<file path="config.mk">
export PLATFORM = sky130hd
export DESIGN_NAME = srr_regs
export DESIGN_NICKNAME = d
export VERILOG_FILES = /design/src/logic/srr_pkg.sv /design/src/logic/srr_if.sv /design/src/logic/srr_regs.sv /design/src/logic/srr_tok.sv
export VERILOG_INCLUDE_DIRS = /design/src /design/src/logic
export SDC_FILE = /design/constraint.sdc
export NUM_CORES = 1
export LEC_CHECK = 0
export BUFFER_PORTS_ARGS = -buffer_cell sky130_fd_sc_hd__buf_4
export CELL_PAD_IN_SITES_DETAIL_PLACEMENT = 1
export CELL_PAD_IN_SITES_GLOBAL_PLACEMENT = 2
export CORE_ASPECT_RATIO = 0.7
export CORE_MARGIN = 2
export CORE_UTILIZATION = 30
export CTS_CLUSTER_SIZE = 28
export DETAILED_ROUTE_END_ITERATION = 6
export PLACE_DENSITY = 0.8
export SLEW_MARGIN = 40
export SYNTH_ARGS = -nofsm -noshare
export SYNTH_HDL_FRONTEND = slang
export SYNTH_SLANG_ARGS = --single-unit
</file>
<file path="constraint.sdc">
create_clock -name ref_clk_i -period 2.25 [get_ports ref_clk_i]
set_clock_uncertainty 0.2 [all_clocks]
set_input_delay 0.225 -clock ref_clk_i [delete_from_list [all_inputs] [get_ports ref_clk_i]]
set_output_delay 0.225 -clock ref_clk_i [all_outputs]
set_load 0.005 [all_outputs]
</file>
<file path="src/logic/srr_cfg.svh">
`ifndef SRR_CFG_SVH
`define SRR_CFG_SVH

// event register bit positions
`define SRR_POWER_ON_FLAG               7
`define SRR_USER_REQUEST_FLAG           6
`define SRR_COMMAND_ERROR_FLAG          5
`define SRR_EXECUTION_ERROR_FLAG        4
`define SRR_DEVICE_DEPENDENT_ERROR_FLAG 3
`define SRR_QUERY_ERROR_FLAG            2
`define SRR_EVENT_SPARE_BIT             1
`define SRR_OPERATION_COMPLETE_FLAG     0
// status byte bit positions
`define SRR_MASTER_SUMMARY              6
`define SRR_EVENT_SUMMARY_BIT           5
`define SRR_MESSAGE_AVAILABLE_BIT       4
`define SRR_ERROR_AVAILABLE_BIT         2
// writable / used bit masks
`define SRR_EVENT_USED                  8'hfd
`define SRR_STATUS_UNUSED               8'h8b
`define SRR_REQUEST_WMASK               8'hbf
// reset and clear values
`define SRR_EVENT_RST                   8'h80
`define SRR_MASK_RST                    8'h00
`define SRR_CLEAR_VAL                   8'h00
// character classes
`define SRR_WSP_LO1   8'h00
`define SRR_WSP_HI1   8'h09
`define SRR_WSP_LO2   8'h0b
`define SRR_WSP_HI2   8'h20
`define SRR_DIG_LO    8'h30
`define SRR_DIG_HI    8'h39
// capability index used when a keyword has no suffix
`define SRR_CAP_FIRST 4'h1

`endif

</file>
<file path="src/logic/srr_pkg.sv">
package srr_pkg;

    typedef enum logic [2:0] {
        SRR_CMD_NONE,
        SRR_CMD_EVT_Q,
        SRR_CMD_EVT_EN_W,
        SRR_CMD_EVT_EN_Q,
        SRR_CMD_REQ_EN_W,
        SRR_CMD_REQ_EN_Q,
        SRR_CMD_STAT_Q,
        SRR_CMD_CLR_STAT
    } srr_cmd_t;

    typedef logic [7:0] srr_byte_t;

endpackage : srr_pkg

</file>
<file path="src/logic/srr_if.sv">
`timescale 1ns/1ps
`default_nettype none

interface srr_if;
    logic [7:0] chr;
    logic       chr_vld;
    logic       sfx_present;
    logic [3:0] sfx_val;
    logic       opt_present;
    logic [7:0] opt_val;
    logic [7:0] opt_dflt;
    logic       is_wsp;
    logic       is_digit;
    logic [3:0] digit_val;
    logic       tok_vld;
    logic [3:0] cap_idx;
    logic [7:0] opt_eff;

    modport regs (output chr, chr_vld, sfx_present, sfx_val, opt_present, opt_val, opt_dflt,
                  input  is_wsp, is_digit, digit_val, tok_vld, cap_idx, opt_eff);
    modport tok  (input  chr, chr_vld, sfx_present, sfx_val, opt_present, opt_val, opt_dflt,
                  output is_wsp, is_digit, digit_val, tok_vld, cap_idx, opt_eff);
endinterface : srr_if

`default_nettype wire

</file>
<file path="src/logic/srr_regs.sv">
// Overview of operation
// four status registers: event, event enable, status byte, request enable
// event bits: power-on 7, user 6, command 5, exec 4, device 3, query 2, complete 0
// event register read-only; cleared by reading it or by clear-status
// event enable read/write by command; writing zero clears; zero after startup
// status byte: summary 6, event summary 5, message 4, error 2; rest unused
// status byte read by query and by serial poll without disturbing operation
// status byte not writable; clear-status empties its sources
// request enable read/write by command; zero clears; zero after startup
// raise service request and set request-service bit when attention needed
// character codes 0-9 and 11-32 classed as whitespace
// character codes 48-57 classed as digits zero to nine
// keyword with no numeric suffix applies to the first capability
// optional keywords or parameters present or absent are treated alike
// message available bit set while the output queue holds data
// error available bit set while the error queue holds an entry
// event summary is OR of event register AND enable mask
// master summary and request are OR of status bits AND request enable
`timescale 1ns/1ps
`default_nettype none
`include "srr_cfg.svh"

module srr_regs
    import srr_pkg::*;
(
    input  wire logic       ref_clk_i,
    input  wire logic       reset_i,
    input  wire logic       cmd_valid_i,
    input  wire srr_cmd_t   cmd_i,
    input  wire logic [7:0] cmd_data_i,
    input  wire logic [7:0] event_set_i,
    input  wire logic       out_queue_nonempty_i,
    input  wire logic       err_queue_nonempty_i,
    input  wire logic       serial_poll_i,
    input  wire logic [7:0] char_i,
    input  wire logic       char_valid_i,
    input  wire logic       suffix_present_i,
    input  wire logic [3:0] suffix_value_i,
    input  wire logic       opt_present_i,
    input  wire logic [7:0] opt_value_i,
    input  wire logic [7:0] opt_default_i,
    output logic            rsp_valid_o,
    output logic [7:0]      rsp_data_o,
    output logic            poll_valid_o,
    output logic [7:0]      poll_data_o,
    output logic            clear_queues_o,
    output logic            service_request_o,
    output logic            tok_valid_o,
    output logic            is_wsp_o,
    output logic            is_digit_o,
    output logic [3:0]      digit_value_o,
    output logic [3:0]      capability_o,
    output logic [7:0]      opt_effective_o
);

    srr_if tk_if ();

    srr_tok u_tok (
        .ref_clk_i (ref_clk_i),
        .reset_i   (reset_i),
        .tk        (tk_if.tok)
    );

    assign tk_if.chr         = char_i;
    assign tk_if.chr_vld     = char_valid_i;
    assign tk_if.sfx_present = suffix_present_i;
    assign tk_if.sfx_val     = suffix_value_i;
    assign tk_if.opt_present = opt_present_i;
    assign tk_if.opt_val     = opt_value_i;
    assign tk_if.opt_dflt    = opt_default_i;
    assign tok_valid_o       = tk_if.tok_vld;
    assign is_wsp_o          = tk_if.is_wsp;
    assign is_digit_o        = tk_if.is_digit;
    assign digit_value_o     = tk_if.digit_val;
    assign capability_o      = tk_if.cap_idx;
    assign opt_effective_o   = tk_if.opt_eff;

    function automatic logic is_cmd(input logic v, input srr_cmd_t c, input srr_cmd_t want);
        is_cmd = v && (c == want);
    endfunction : is_cmd

    srr_byte_t evt_d, evt_en_d, req_en_d, stat_d, rsp_data_d, poll_data_d;
    srr_byte_t evt_q, evt_en_q, req_en_q, stat_q, rsp_data_q, poll_data_q;
    logic      rsp_vld_d, poll_vld_d, cls_d, srq_d;
    logic      rsp_vld_q, poll_vld_q, cls_q, srq_q;
    srr_byte_t stat_low;

    always_comb begin
        evt_d = evt_q;
        // clear by read or clear-status; new events in the same cycle still land
        if (is_cmd(cmd_valid_i, cmd_i, SRR_CMD_EVT_Q)
                || is_cmd(cmd_valid_i, cmd_i, SRR_CMD_CLR_STAT))
            evt_d = `SRR_CLEAR_VAL;
        evt_d = evt_d | (event_set_i & `SRR_EVENT_USED);

        evt_en_d = evt_en_q;
        if (is_cmd(cmd_valid_i, cmd_i, SRR_CMD_EVT_EN_W))
            evt_en_d = cmd_data_i & `SRR_EVENT_USED;
        req_en_d = req_en_q;
        if (is_cmd(cmd_valid_i, cmd_i, SRR_CMD_REQ_EN_W))
            req_en_d = cmd_data_i & `SRR_REQUEST_WMASK;

        // status byte is rebuilt from its sources every cycle, never written
        stat_low = `SRR_CLEAR_VAL;
        stat_low[`SRR_EVENT_SUMMARY_BIT]     = |(evt_q & evt_en_q);
        stat_low[`SRR_MESSAGE_AVAILABLE_BIT] = out_queue_nonempty_i;
        stat_low[`SRR_ERROR_AVAILABLE_BIT]   = err_queue_nonempty_i;
        srq_d = |(stat_low & req_en_q & `SRR_REQUEST_WMASK);
        stat_d = stat_low;
        stat_d[`SRR_MASTER_SUMMARY] = srq_d;

        rsp_vld_d  = 1'b0;
        rsp_data_d = rsp_data_q;
        if (cmd_valid_i) begin
            case (cmd_i)
                SRR_CMD_EVT_Q: begin
                    rsp_vld_d  = 1'b1;
                    rsp_data_d = evt_q;
                end
                SRR_CMD_EVT_EN_Q: begin
                    rsp_vld_d  = 1'b1;
                    rsp_data_d = evt_en_q;
                end
                SRR_CMD_REQ_EN_Q: begin
                    rsp_vld_d  = 1'b1;
                    rsp_data_d = req_en_q;
                end
                SRR_CMD_STAT_Q: begin
                    rsp_vld_d  = 1'b1;
                    rsp_data_d = stat_q;
                end
                default: begin
                    rsp_vld_d  = 1'b0;
                end
            endcase
        end
        // poll path touches no other state, so it can run beside any command
        poll_vld_d  = serial_poll_i;
        poll_data_d = serial_poll_i ? stat_q : poll_data_q;
        cls_d = is_cmd(cmd_valid_i, cmd_i, SRR_CMD_CLR_STAT);
    end

    always_ff @(posedge ref_clk_i or posedge reset_i) begin
        if (reset_i) begin
            evt_q       <= `SRR_EVENT_RST;
            evt_en_q    <= `SRR_MASK_RST;
            req_en_q    <= `SRR_MASK_RST;
            stat_q      <= `SRR_MASK_RST;
            srq_q       <= 1'b0;
            rsp_vld_q   <= 1'b0;
            rsp_data_q  <= `SRR_CLEAR_VAL;
            poll_vld_q  <= 1'b0;
            poll_data_q <= `SRR_CLEAR_VAL;
            cls_q       <= 1'b0;
        end else begin
            evt_q       <= evt_d;
            evt_en_q    <= evt_en_d;
            req_en_q    <= req_en_d;
            stat_q      <= stat_d;
            srq_q       <= srq_d;
            rsp_vld_q   <= rsp_vld_d;
            rsp_data_q  <= rsp_data_d;
            poll_vld_q  <= poll_vld_d;
            poll_data_q <= poll_data_d;
            cls_q       <= cls_d;
        end
    end

    assign rsp_valid_o       = rsp_vld_q;
    assign rsp_data_o        = rsp_data_q;
    assign poll_valid_o      = poll_vld_q;
    assign poll_data_o       = poll_data_q;
    assign clear_queues_o    = cls_q;
    assign service_request_o = srq_q;
endmodule : srr_regs

`default_nettype wire

</file>
<file path="src/logic/srr_tok.sv">
`timescale 1ns/1ps
`default_nettype none
`include "srr_cfg.svh"

module srr_tok
    import srr_pkg::*;
(
    input  wire logic ref_clk_i,
    input  wire logic reset_i,
    srr_if.tok        tk
);

    function automatic logic in_range(input logic [7:0] c, input logic [7:0] lo,
                                      input logic [7:0] hi);
        in_range = (c >= lo) && (c <= hi);
    endfunction : in_range

    logic       wsp_d, dig_d, vld_d;
    logic [3:0] dval_d, cap_d;
    logic [7:0] opt_d;
    logic       wsp_q, dig_q, vld_q;
    logic [3:0] dval_q, cap_q;
    logic [7:0] opt_q;

    always_comb begin
        vld_d  = tk.chr_vld;
        // code 10 (line feed) is the terminator, hence the split range
        wsp_d  = in_range(tk.chr, `SRR_WSP_LO1, `SRR_WSP_HI1)
               | in_range(tk.chr, `SRR_WSP_LO2, `SRR_WSP_HI2);
        dig_d  = in_range(tk.chr, `SRR_DIG_LO, `SRR_DIG_HI);
        dval_d = dig_d ? 4'(tk.chr - `SRR_DIG_LO) : 4'h0;
        cap_d  = tk.sfx_present ? tk.sfx_val : `SRR_CAP_FIRST;
        opt_d  = tk.opt_present ? tk.opt_val : tk.opt_dflt;
    end

    always_ff @(posedge ref_clk_i or posedge reset_i) begin
        if (reset_i) begin
            vld_q  <= 1'b0;
            wsp_q  <= 1'b0;
            dig_q  <= 1'b0;
            dval_q <= 4'h0;
            cap_q  <= `SRR_CAP_FIRST;
            opt_q  <= 8'h00;
        end else begin
            vld_q  <= vld_d;
            wsp_q  <= wsp_d;
            dig_q  <= dig_d;
            dval_q <= dval_d;
            cap_q  <= cap_d;
            opt_q  <= opt_d;
        end
    end

    assign tk.tok_vld   = vld_q;
    assign tk.is_wsp    = wsp_q;
    assign tk.is_digit  = dig_q;
    assign tk.digit_val = dval_q;
    assign tk.cap_idx   = cap_q;
    assign tk.opt_eff   = opt_q;
endmodule : srr_tok

`default_nettype wire

</file>
==> results of run 1 <==
critical path, delay by kind of cell:
family / cells / cell delay (ns)
buffers and inverters: 3 / 1.26
multiplexers: 1 / 0.24
metrics by stage:
step | setup slack [ns] | hold slack, ns | util, %
after floorplan | 0.372 | 0.0564 | -
after global placement | 0.402 | 0.0696 | 40.8
after CTS | 0.573 | 0.0195 | 50.9
after global routing | 0.502 | 0.0417 | 50.9
final | 0.527 | 0.0385 | 50.9
after detailed placement | 0.391 | 0.0718 | 40.8
state kept, by name, summed over array words and instances, names as in the netlist, 4 cells and up:
register            count
poll_data_o             4
u_tok.tk.digit_val      4
evt_q                   7
rsp_data_o              8
req_en_q                7
u_tok.tk.cap_idx        4
u_tok.tk.opt_eff        8
stat_q                  4
evt_en_q                7
cell usage after synthesis (all sizes together), types with 6 or more instances:
master	n	area, sq um
nand2b	6	37.5
buf	8	57.6
inv	7	26.3
nor2	6	22.5
o21ai	10	53.8
and2	7	45.1
nand2	8	32.5
a21o	7	52.6
mux2	26	293
a21oi	8	40.0
dfrtp	57	1430
o22ai	7	43.8
routing by layer:
metal / routed length (microns) / part of all wire (%) / vias up
met4: 112 / 1.5 / 0
met5: 0 / 0 / -
li1: - / - / 977
met2: 3390 / 46 / 70
met1: 3450 / 47 / 1037
met3: 366 / 5.0 / 8
repair_timing:
item | CTS | global route
hold buffers | 47 | 0
setup endpoints to repair | 0 | 0
hold endpoints to repair | 66 | 0
buffers inserted | 0 | 0
final cells by class:
type / instances / area [sq um] / area share [%]
flip-flops and latches: 59 / 1480 / 36.7
inverters: 7 / 26.3 / 0.653
clock buffers: 10 / 239 / 5.94
well taps: 101 / 126 / 3.14
repair buffers: 137 / 1160 / 28.8
multi-input cells: 121 / 907 / 22.5
clock inverters: 6 / 88.8 / 2.21
power by group through the flow:
stage	registers, mW	clock network, mW	logic (mW)
finish	1.28	1.48	0.516
global route	1.30	1.57	0.567
CTS	1.28	1.52	0.519
detailed placement	1.30	0	0.449
global placement	1.29	0	0.436
floorplan	1.28	0	0.218
worst paths after layout:
kind	slack [ns]	endpoint
min in group asynchronous	0.28	u_tok.tk.opt_eff[3]
max in group asynchronous	0.94	evt_q[7]
max reg2reg	0.67	stat_q[6]
min	0.04	u_tok.tk.digit_val[3]
min reg2reg	0.27	rsp_data_o[1]
max	0.53	u_tok.tk.opt_eff[7]
logic make-up (layout without fill, tap and decap cells):
group,Yosys count,after routing,share of synthesized area (%)
buffers and inverters,16,160,3.56
other,1,4,0.152
muxes,26,26,11.9
AOI/OAI and AO/OA,50,50,14.4
DFF,59,59,60.1
xor gates and xnor gates,1,1,0.356
and+or+nand+nor,40,40,9.61
cells in the final DEF, fill, tap and decap left out, types with 7 or more instances in the layout:
| cell type | count |
|---|---|
| dlygate4sd3_1 | 47 |
| o21ai_1 | 7 |
| clkbuf_16 | 9 |
| buf_4 | 89 |
| o22ai_1 | 7 |
| a21o_1 | 7 |
| nand2_1 | 7 |
| dfrtp_1 | 57 |
| mux2_2 | 26 |
| a21oi_1 | 8 |
==> results.cfg, run 1 <==
[min_path]
holdPathStages = 3
worstHoldStart = char_i[4]
hp-class = in -> reg

[power]
combPwrFrac_pct = 15.7
internal_power_mw = 2.51
leakagePower_nw = 1.86
p_sw_uw = 773
clockPowerShare_pct = 45.1
powerDensity_mw_per_mm2 = 816
total_power_mw = 3.28
seqPwrFrac_pct = 39.1
peakVddDrop_mv = 0.414
swShare_pct = 23.6

[die]
dieArea_sq_mm = 0.00896
initial_core_util_pct = 31.1
rows = 27
coreArea_sq_mm = 0.00791
die_w_microns = 112
die-height_microns = 79.8
ios = 95

[drt]
wirelength_microns = 7320
vias = 2092
dr.pass1.iters = 4
drc = 0
routed_via_density = 4.74
post_drt_wl_per_cell_microns = 16.6
antenna_left = 0
drt_iter0_markers = 77

[placement]
place_inst = 378
placed_area_sq_mm = 0.00323
portBuffers = 89
dp_hpwl_microns = 5000
place_congestion = 0.830

[global_routing]
grt_overflow = 0
grt_max_degree = 41
grt_pass1_wl_microns = 11800
grt_use_met1_pct = 22.4
antenna_found_initial = 0
grt_pass1_vias = 2315
top_usage_layer = met2
use_met2_pct = 28.1
use_met3_pct = 5.09
grt_use_total_pct = 17.5

[timing]
rsz0062_at_grt = no
totalNegativeSetupSlack_ns = 0
max_freq_mhz = 580
worst_pin_slew_ns = 0.507
finalHoldViolations = 0
final.min_clock_period_ns = 1.72
finalSetupViolations = 0
slew_viol_final = 0
relSlewSlack_pct = 66.2
finalCritPeriodShare_pct = 76.6

[worst_setup_path]
critPathMaxFanout = 1
cpMostUsedCell = dlygate4sd3_1
crit_slowest_cell = dlygate4sd3_1
path_cells = dlygate4sd3_1, buf_4, mux2_2, dlygate4sd3_1
cpPeakStageDelay_ns = 0.57
reg2reg_depth = 4
crit_arrival_ns = 1.72
worst-setup-path-type = in -> reg
worstSetupStartpointType = primary input
end_kind = flip-flop
worstPathRequired_ns = 2.25
r2r-start = evt_q[6]
cp-startpoint = opt_default_i[7]

[logic_synthesis]
synth_flop_cell = dfrtp_1
post_synth_num_cell_types = 38
yosys_warnings = 0
async_flop_share_pct = 100
yosysSeqAreaShare_pct = 60.1
synthesis.area_sq_mm = 0.00246
synth_area_per_cell_sq_um = 12.8
ys_ff_latch = 59
synth_edf_count = 0
syn_inst = 193

[clock_tree]
cts.sinks = 59
cts-buffers-inserted = 9
cts_tree = built
path_clk_slew_ns = 0.06
cts_resized = 0
clockRootBuffer = clkbuf_16
clock_latency_ns = 0.32
htree_levels = 3
cts.path.max_buffers = 2

[cells_and_area]
final_cells = 441
diodes = 0
nNetsFinal = 391
layout.filler_cells = 843
area_delta_synth_final_pct = 63.5
final_area_sq_mm = 0.00403
drive_above_1_share_pct = 42.1

[flow_run]
drv_cap = 0

[run_status]
status = finished, final reports clean
No activity file was read; power rests on OpenSTA's default activity.
==> inputs of run 2 (changes only) <==
==> constraint.sdc (replaced) <==
create_clock -name ref_clk_i -period 1.78 [get_ports ref_clk_i]
set_clock_uncertainty 0.2 [all_clocks]
set_input_delay 0.178 -clock ref_clk_i [delete_from_list [all_inputs] [get_ports ref_clk_i]]
set_output_delay 0.178 -clock ref_clk_i [all_outputs]
set_load 0.005 [all_outputs]
==> results.cfg, run 2 (synthesis results as in run 1) <==
[run_status]
status = finished, violations left
violations = negative hold slack

[die]
ios = 95
rows = 27
die_w_microns = 112
dieArea_sq_mm = 0.00896
initial_core_util_pct = 31.1
die-height_microns = 79.8
coreArea_sq_mm = 0.00791

[timing]
rsz0062_at_grt = no
holdWs_ns = -0.0225
finalSetupViolations = 0
finalHoldViolations = 1
max_freq_mhz = 594
final.min_clock_period_ns = 1.68
finalCritPeriodShare_pct = 94.6
totalNegativeSetupSlack_ns = 0
slew_viol_final = 0

[clock_tree]
cts.path.max_buffers = 2
cts_tree = built
cts-buffers-inserted = 9
clockRootBuffer = clkbuf_16
htree_levels = 3
post_cts_buffers = 0
path_clk_slew_ns = 0.05
cts.sinks = 59
clock_latency_ns = 0.32

[cells_and_area]
layout_common_cells = buf_4 (94), dfrtp_1 (57), dlygate4sd3_1 (52)
layout.filler_cells = 835
final_common_cell = buf_4
diodes = 0
area_delta_synth_final_pct = 66.4
drive_above_1_share_pct = 42.6
nNetsFinal = 401
final_cells = 451
final_area_sq_mm = 0.00410

[power]
total_power_mw = 4.01
peakVddDrop_mv = 0.541
powerDensity_mw_per_mm2 = 978
leakagePower_nw = 1.89

[worst_setup_path]
crit_arrival_ns = 1.69
cp_top_family = buffers and inverters
crit_slowest_cell = dlygate4sd3_1
critPathMaxFanout = 7
worstSetupStartpointType = primary input
worstPathRequired_ns = 1.78
end_kind = flip-flop
worst-setup-path-type = in -> reg
path_cells = dlygate4sd3_1, buf_4, nand2_1, nor3_4, mux2_2
cpPeakStageDelay_ns = 0.52
crit_buf_inv = 2

[global_routing]
grt_pass1_vias = 2284
grt_use_total_pct = 18.0
grt_pass1_wl_microns = 12200
grt_max_degree = 43
antenna_found_initial = 0
grt_overflow = 0

[flow_run]
drv_cap = 0

[drt]
post_drt_wl_per_cell_microns = 16.5
wirelength_microns = 7450
drt_iter0_markers = 96
routed_via_density = 4.75
antenna_left = 0
dr.pass1.iters = 4
drc = 0
vias = 2144

[min_path]
hp-class = in -> reg

[placement]
place_inst = 383
place_congestion = 0.809
dp_hpwl_microns = 5090
placed_area_sq_mm = 0.00327
portBuffers = 89
==> run 2: changes by cell type in the layout (fill, tap and decap cells not counted), sizes merged <==
cell         previous run  this run
bufinv                  2         1
clkinv                  2         3
inv                     7         6
buf                    90        95
dlygate4sd3            47        52
clkinvlp                2         4
clkbuf                 10         9
==> run 2: path summary, 6_finish.rpt <==
path	startpoint	to	slack, ns	cells after the start
worst max register to register	evt_q[6]	stat_q[6]	0.16	4
worst max-delay path	cmd_valid_i	evt_en_q[0]	0.1	5
max in group asynchronous	reset_i	u_tok.tk.cap_idx[0]	0.55	4
worst min-delay path	char_i[6]	u_tok.tk.digit_val[3]	-0.02	4
min in group asynchronous	reset_i	u_tok.tk.tok_vld	0.23	3
worst min register to register	rsp_data_o[1]	rsp_data_o[1]	0.27	2
==> run 2: layer usage <==
metal  track usage [%]  vias up  wire, microns
met1              23.5     1043           3400
li1                  -     1005              -
met5                 0        -              0
met3              6.61        7            512
met4              5.37        0             62
met2              28.1       89           3480
==> run 2: area by class of cell <==
type | instances | area, sq um | share of cell area, %
Multi-Input combinational cell | 121 | 912 | 22.3
Clock inverter | 7 | 78.8 | 1.92
Inverter | 7 | 30.0 | 0.733
Sequential cell | 59 | 1480 | 36.1
Tap cell | 101 | 126 | 3.08
Timing Repair Buffer | 147 | 1250 | 30.4
Clock buffer | 9 | 225 | 5.50
==> run 2: report_power, final <==
group	switching (mW)	internal, mW	total [mW]
registers	0.119	1.51	1.62
clock network	0.621	1.09	1.71
logic	0.256	0.416	0.672
total	0.996	3.01	4.01
==> run 2: timing repair <==
action | 4_1_cts | 5_1_grt
gates resized for setup | 0 | 1
hold endpoints to repair | 66 | 1
endpoints found under the setup margin | 0 | 1
hold buffers | 51 | 1
==> run 2: tightest hold or removal path: stages <==
cell	delay [ns]
buf_4	0.08
nor2_1	0.05
nand3_2	0.09
nor3_1	0.06
==> run 2: through the flow <==
stage | util, % | setup WS, ns
global placement | 41.3 | 0.181
global route | 51.8 | 0.0430
detailed placement | 41.3 | 0.161
CTS | 51.6 | 0.0934
floorplan | - | 0.369
finish | 51.8 | 0.0957
==> inputs of run 3 (changes only) <==
--- a/config.mk
+++ b/config.mk
@@ -15,6 +15,7 @@
 export CTS_CLUSTER_SIZE = 28
 export DETAILED_ROUTE_END_ITERATION = 6
 export PLACE_DENSITY = 0.8
+export SETUP_SLACK_MARGIN = 0.3
 export SLEW_MARGIN = 40
 export SYNTH_ARGS = -nofsm -noshare
 export SYNTH_HDL_FRONTEND = slang
==> constraint.sdc (replaced) <==
create_clock -name ref_clk_i -period 1.78 [get_ports ref_clk_i]
set_clock_uncertainty 0.2 [all_clocks]
set_input_delay 0.089 -clock ref_clk_i [delete_from_list [all_inputs] [get_ports ref_clk_i]]
set_output_delay 0.089 -clock ref_clk_i [all_outputs]
set_load 0.005 [all_outputs]
==> results.cfg, run 3 (synthesis results as in run 1) <==
[run_status]
status = finished, final reports clean

[power]
clockPowerShare_pct = 41.9
seqPwrFrac_pct = 40.8
combPwrFrac_pct = 17.3
internal_power_mw = 3.04
leakagePower_nw = 1.93
peakVddDrop_mv = 0.455
powerDensity_mw_per_mm2 = 958
p_sw_uw = 937
swShare_pct = 23.6

[clock_tree]
cts.sinks = 59
clock_latency_ns = 0.32
cts.path.max_buffers = 2
cts-buffers-inserted = 9
htree_levels = 3
cts_tree = built
clockRootBuffer = clkbuf_16
path_clk_slew_ns = 0.05

[placement]
pre_cts_slack_ns = 0.187
portBuffers = 89
place_congestion = 0.788
dp_hpwl_microns = 4910

[timing]
holdWs_ns = 0.0330
finalSetupViolations = 0
timing.final.ws_setup_ns = 0.192
finalCritPeriodShare_pct = 89.2
finalHoldViolations = 0
final.min_clock_period_ns = 1.59
totalNegativeSetupSlack_ns = 0
max_freq_mhz = 630
rsz0062_at_grt = yes
slew_viol_final = 0

[min_path]
hp-class = in -> reg
holdPathStages = 4

[drt]
wirelength_microns = 7540
antenna_left = 0
post_drt_wl_per_cell_microns = 16.5
drc = 0
routed_via_density = 4.76
vias = 2181
dr.pass1.iters = 5
drt_iter0_markers = 59

[cells_and_area]
final_common_cell = buf_4
drive_above_1_share_pct = 41.5
final_core_utilization_pct = 52.5
nNetsFinal = 409
area_delta_synth_final_pct = 68.4
diodes = 0
layout_common_cells = buf_4 (97), dfrtp_1 (57), dlygate4sd3_1 (57)
layout.filler_cells = 847

[die]
die_w_microns = 112
coreArea_sq_mm = 0.00791
die-height_microns = 79.8
rows = 27
ios = 95
dieArea_sq_mm = 0.00896
initial_core_util_pct = 31.1

[worst_setup_path]
worstPathRequired_ns = 1.78
reg2reg_depth = 4
worst-setup-path-type = reg -> reg
crit_arrival_ns = 1.58
critPathMaxFanout = 2
worstSetupStartpointType = flip-flop
end_kind = flip-flop

[flow_run]
drv_cap = 0

[global_routing]
grt_pass1_wl_microns = 12500
grt_overflow = 0
grt_pass1_vias = 2407
grt_use_total_pct = 18.3
grt_max_degree = 43
antenna_found_initial = 0
-- run 3: worst max-delay path: stages, from the launching register on --
cell	delay, ns
dfrtp_1	0.38
a222oi_1	0.36
nand3_1	0.18
a222oi_1	0.27
inv_1	0.07
-- run 3: worst paths after layout --
check / from / end / slack [ns]
setup / recovery: evt_q[6] / stat_q[6] / 0.19
hold / removal: cmd_valid_i / rsp_data_o[6] / 0.03
setup reg to reg: evt_q[6] / stat_q[6] / 0.19
hold reg to reg: rsp_data_o[1] / rsp_data_o[1] / 0.27
max in group asynchronous: reset_i / evt_q[7] / 0.64
min in group asynchronous: reset_i / u_tok.tk.opt_eff[5] / 0.15
-- run 3: final cells by class --
type                            count  area, sq um  area share, %
Timing Repair Buffer              155         1320           31.8
Tap cell                          101          126           3.05
Sequential cell                    59         1480           35.7
Multi-Input combinational cell    121          907           21.9
Inverter                            7         30.0          0.724
Clock inverter                      3         40.0          0.965
Clock buffer                       12          246           5.94
-- run 3: stage by stage --
step           area, sq um  power, mW  instances
5_1_grt               4150       4.18        458
3_5_place_dp          3250       2.21        381
4_1_cts               4130       4.02        456
2_1_floorplan         2480       1.89        196
3_3_place_gp          3250       2.19        381
6_report              4150       3.98        458
-- run 3: layer usage --
metal	vias up	track usage, %	wire length, microns
met5	-	0	0
met4	0	5.85	79
met3	6	5.39	455
met2	84	30.6	3630
met1	1071	22.9	3380
li1	1020	-	-
-- run 3: power by group through the flow --
stage               registers (mW)  clock network (mW)  logic [mW]
floorplan                     1.61                   0       0.276
global placement              1.64                   0       0.555
detailed placement            1.64                   0       0.570
CTS                           1.62                1.72       0.681
global route                  1.64                1.79       0.749
finish                        1.62                1.66       0.688
-- run 3: repair_timing --
item | 4_1_cts | 5_1_grt
pin swaps | 3 | 3
gates resized for setup | 0 | 0
hold endpoints to repair | 107 | 0
hold buffers | 57 | 0
gates cloned | 0 | 0
setup endpoints to repair | 1 | 1
setup buffers | 3 | 2
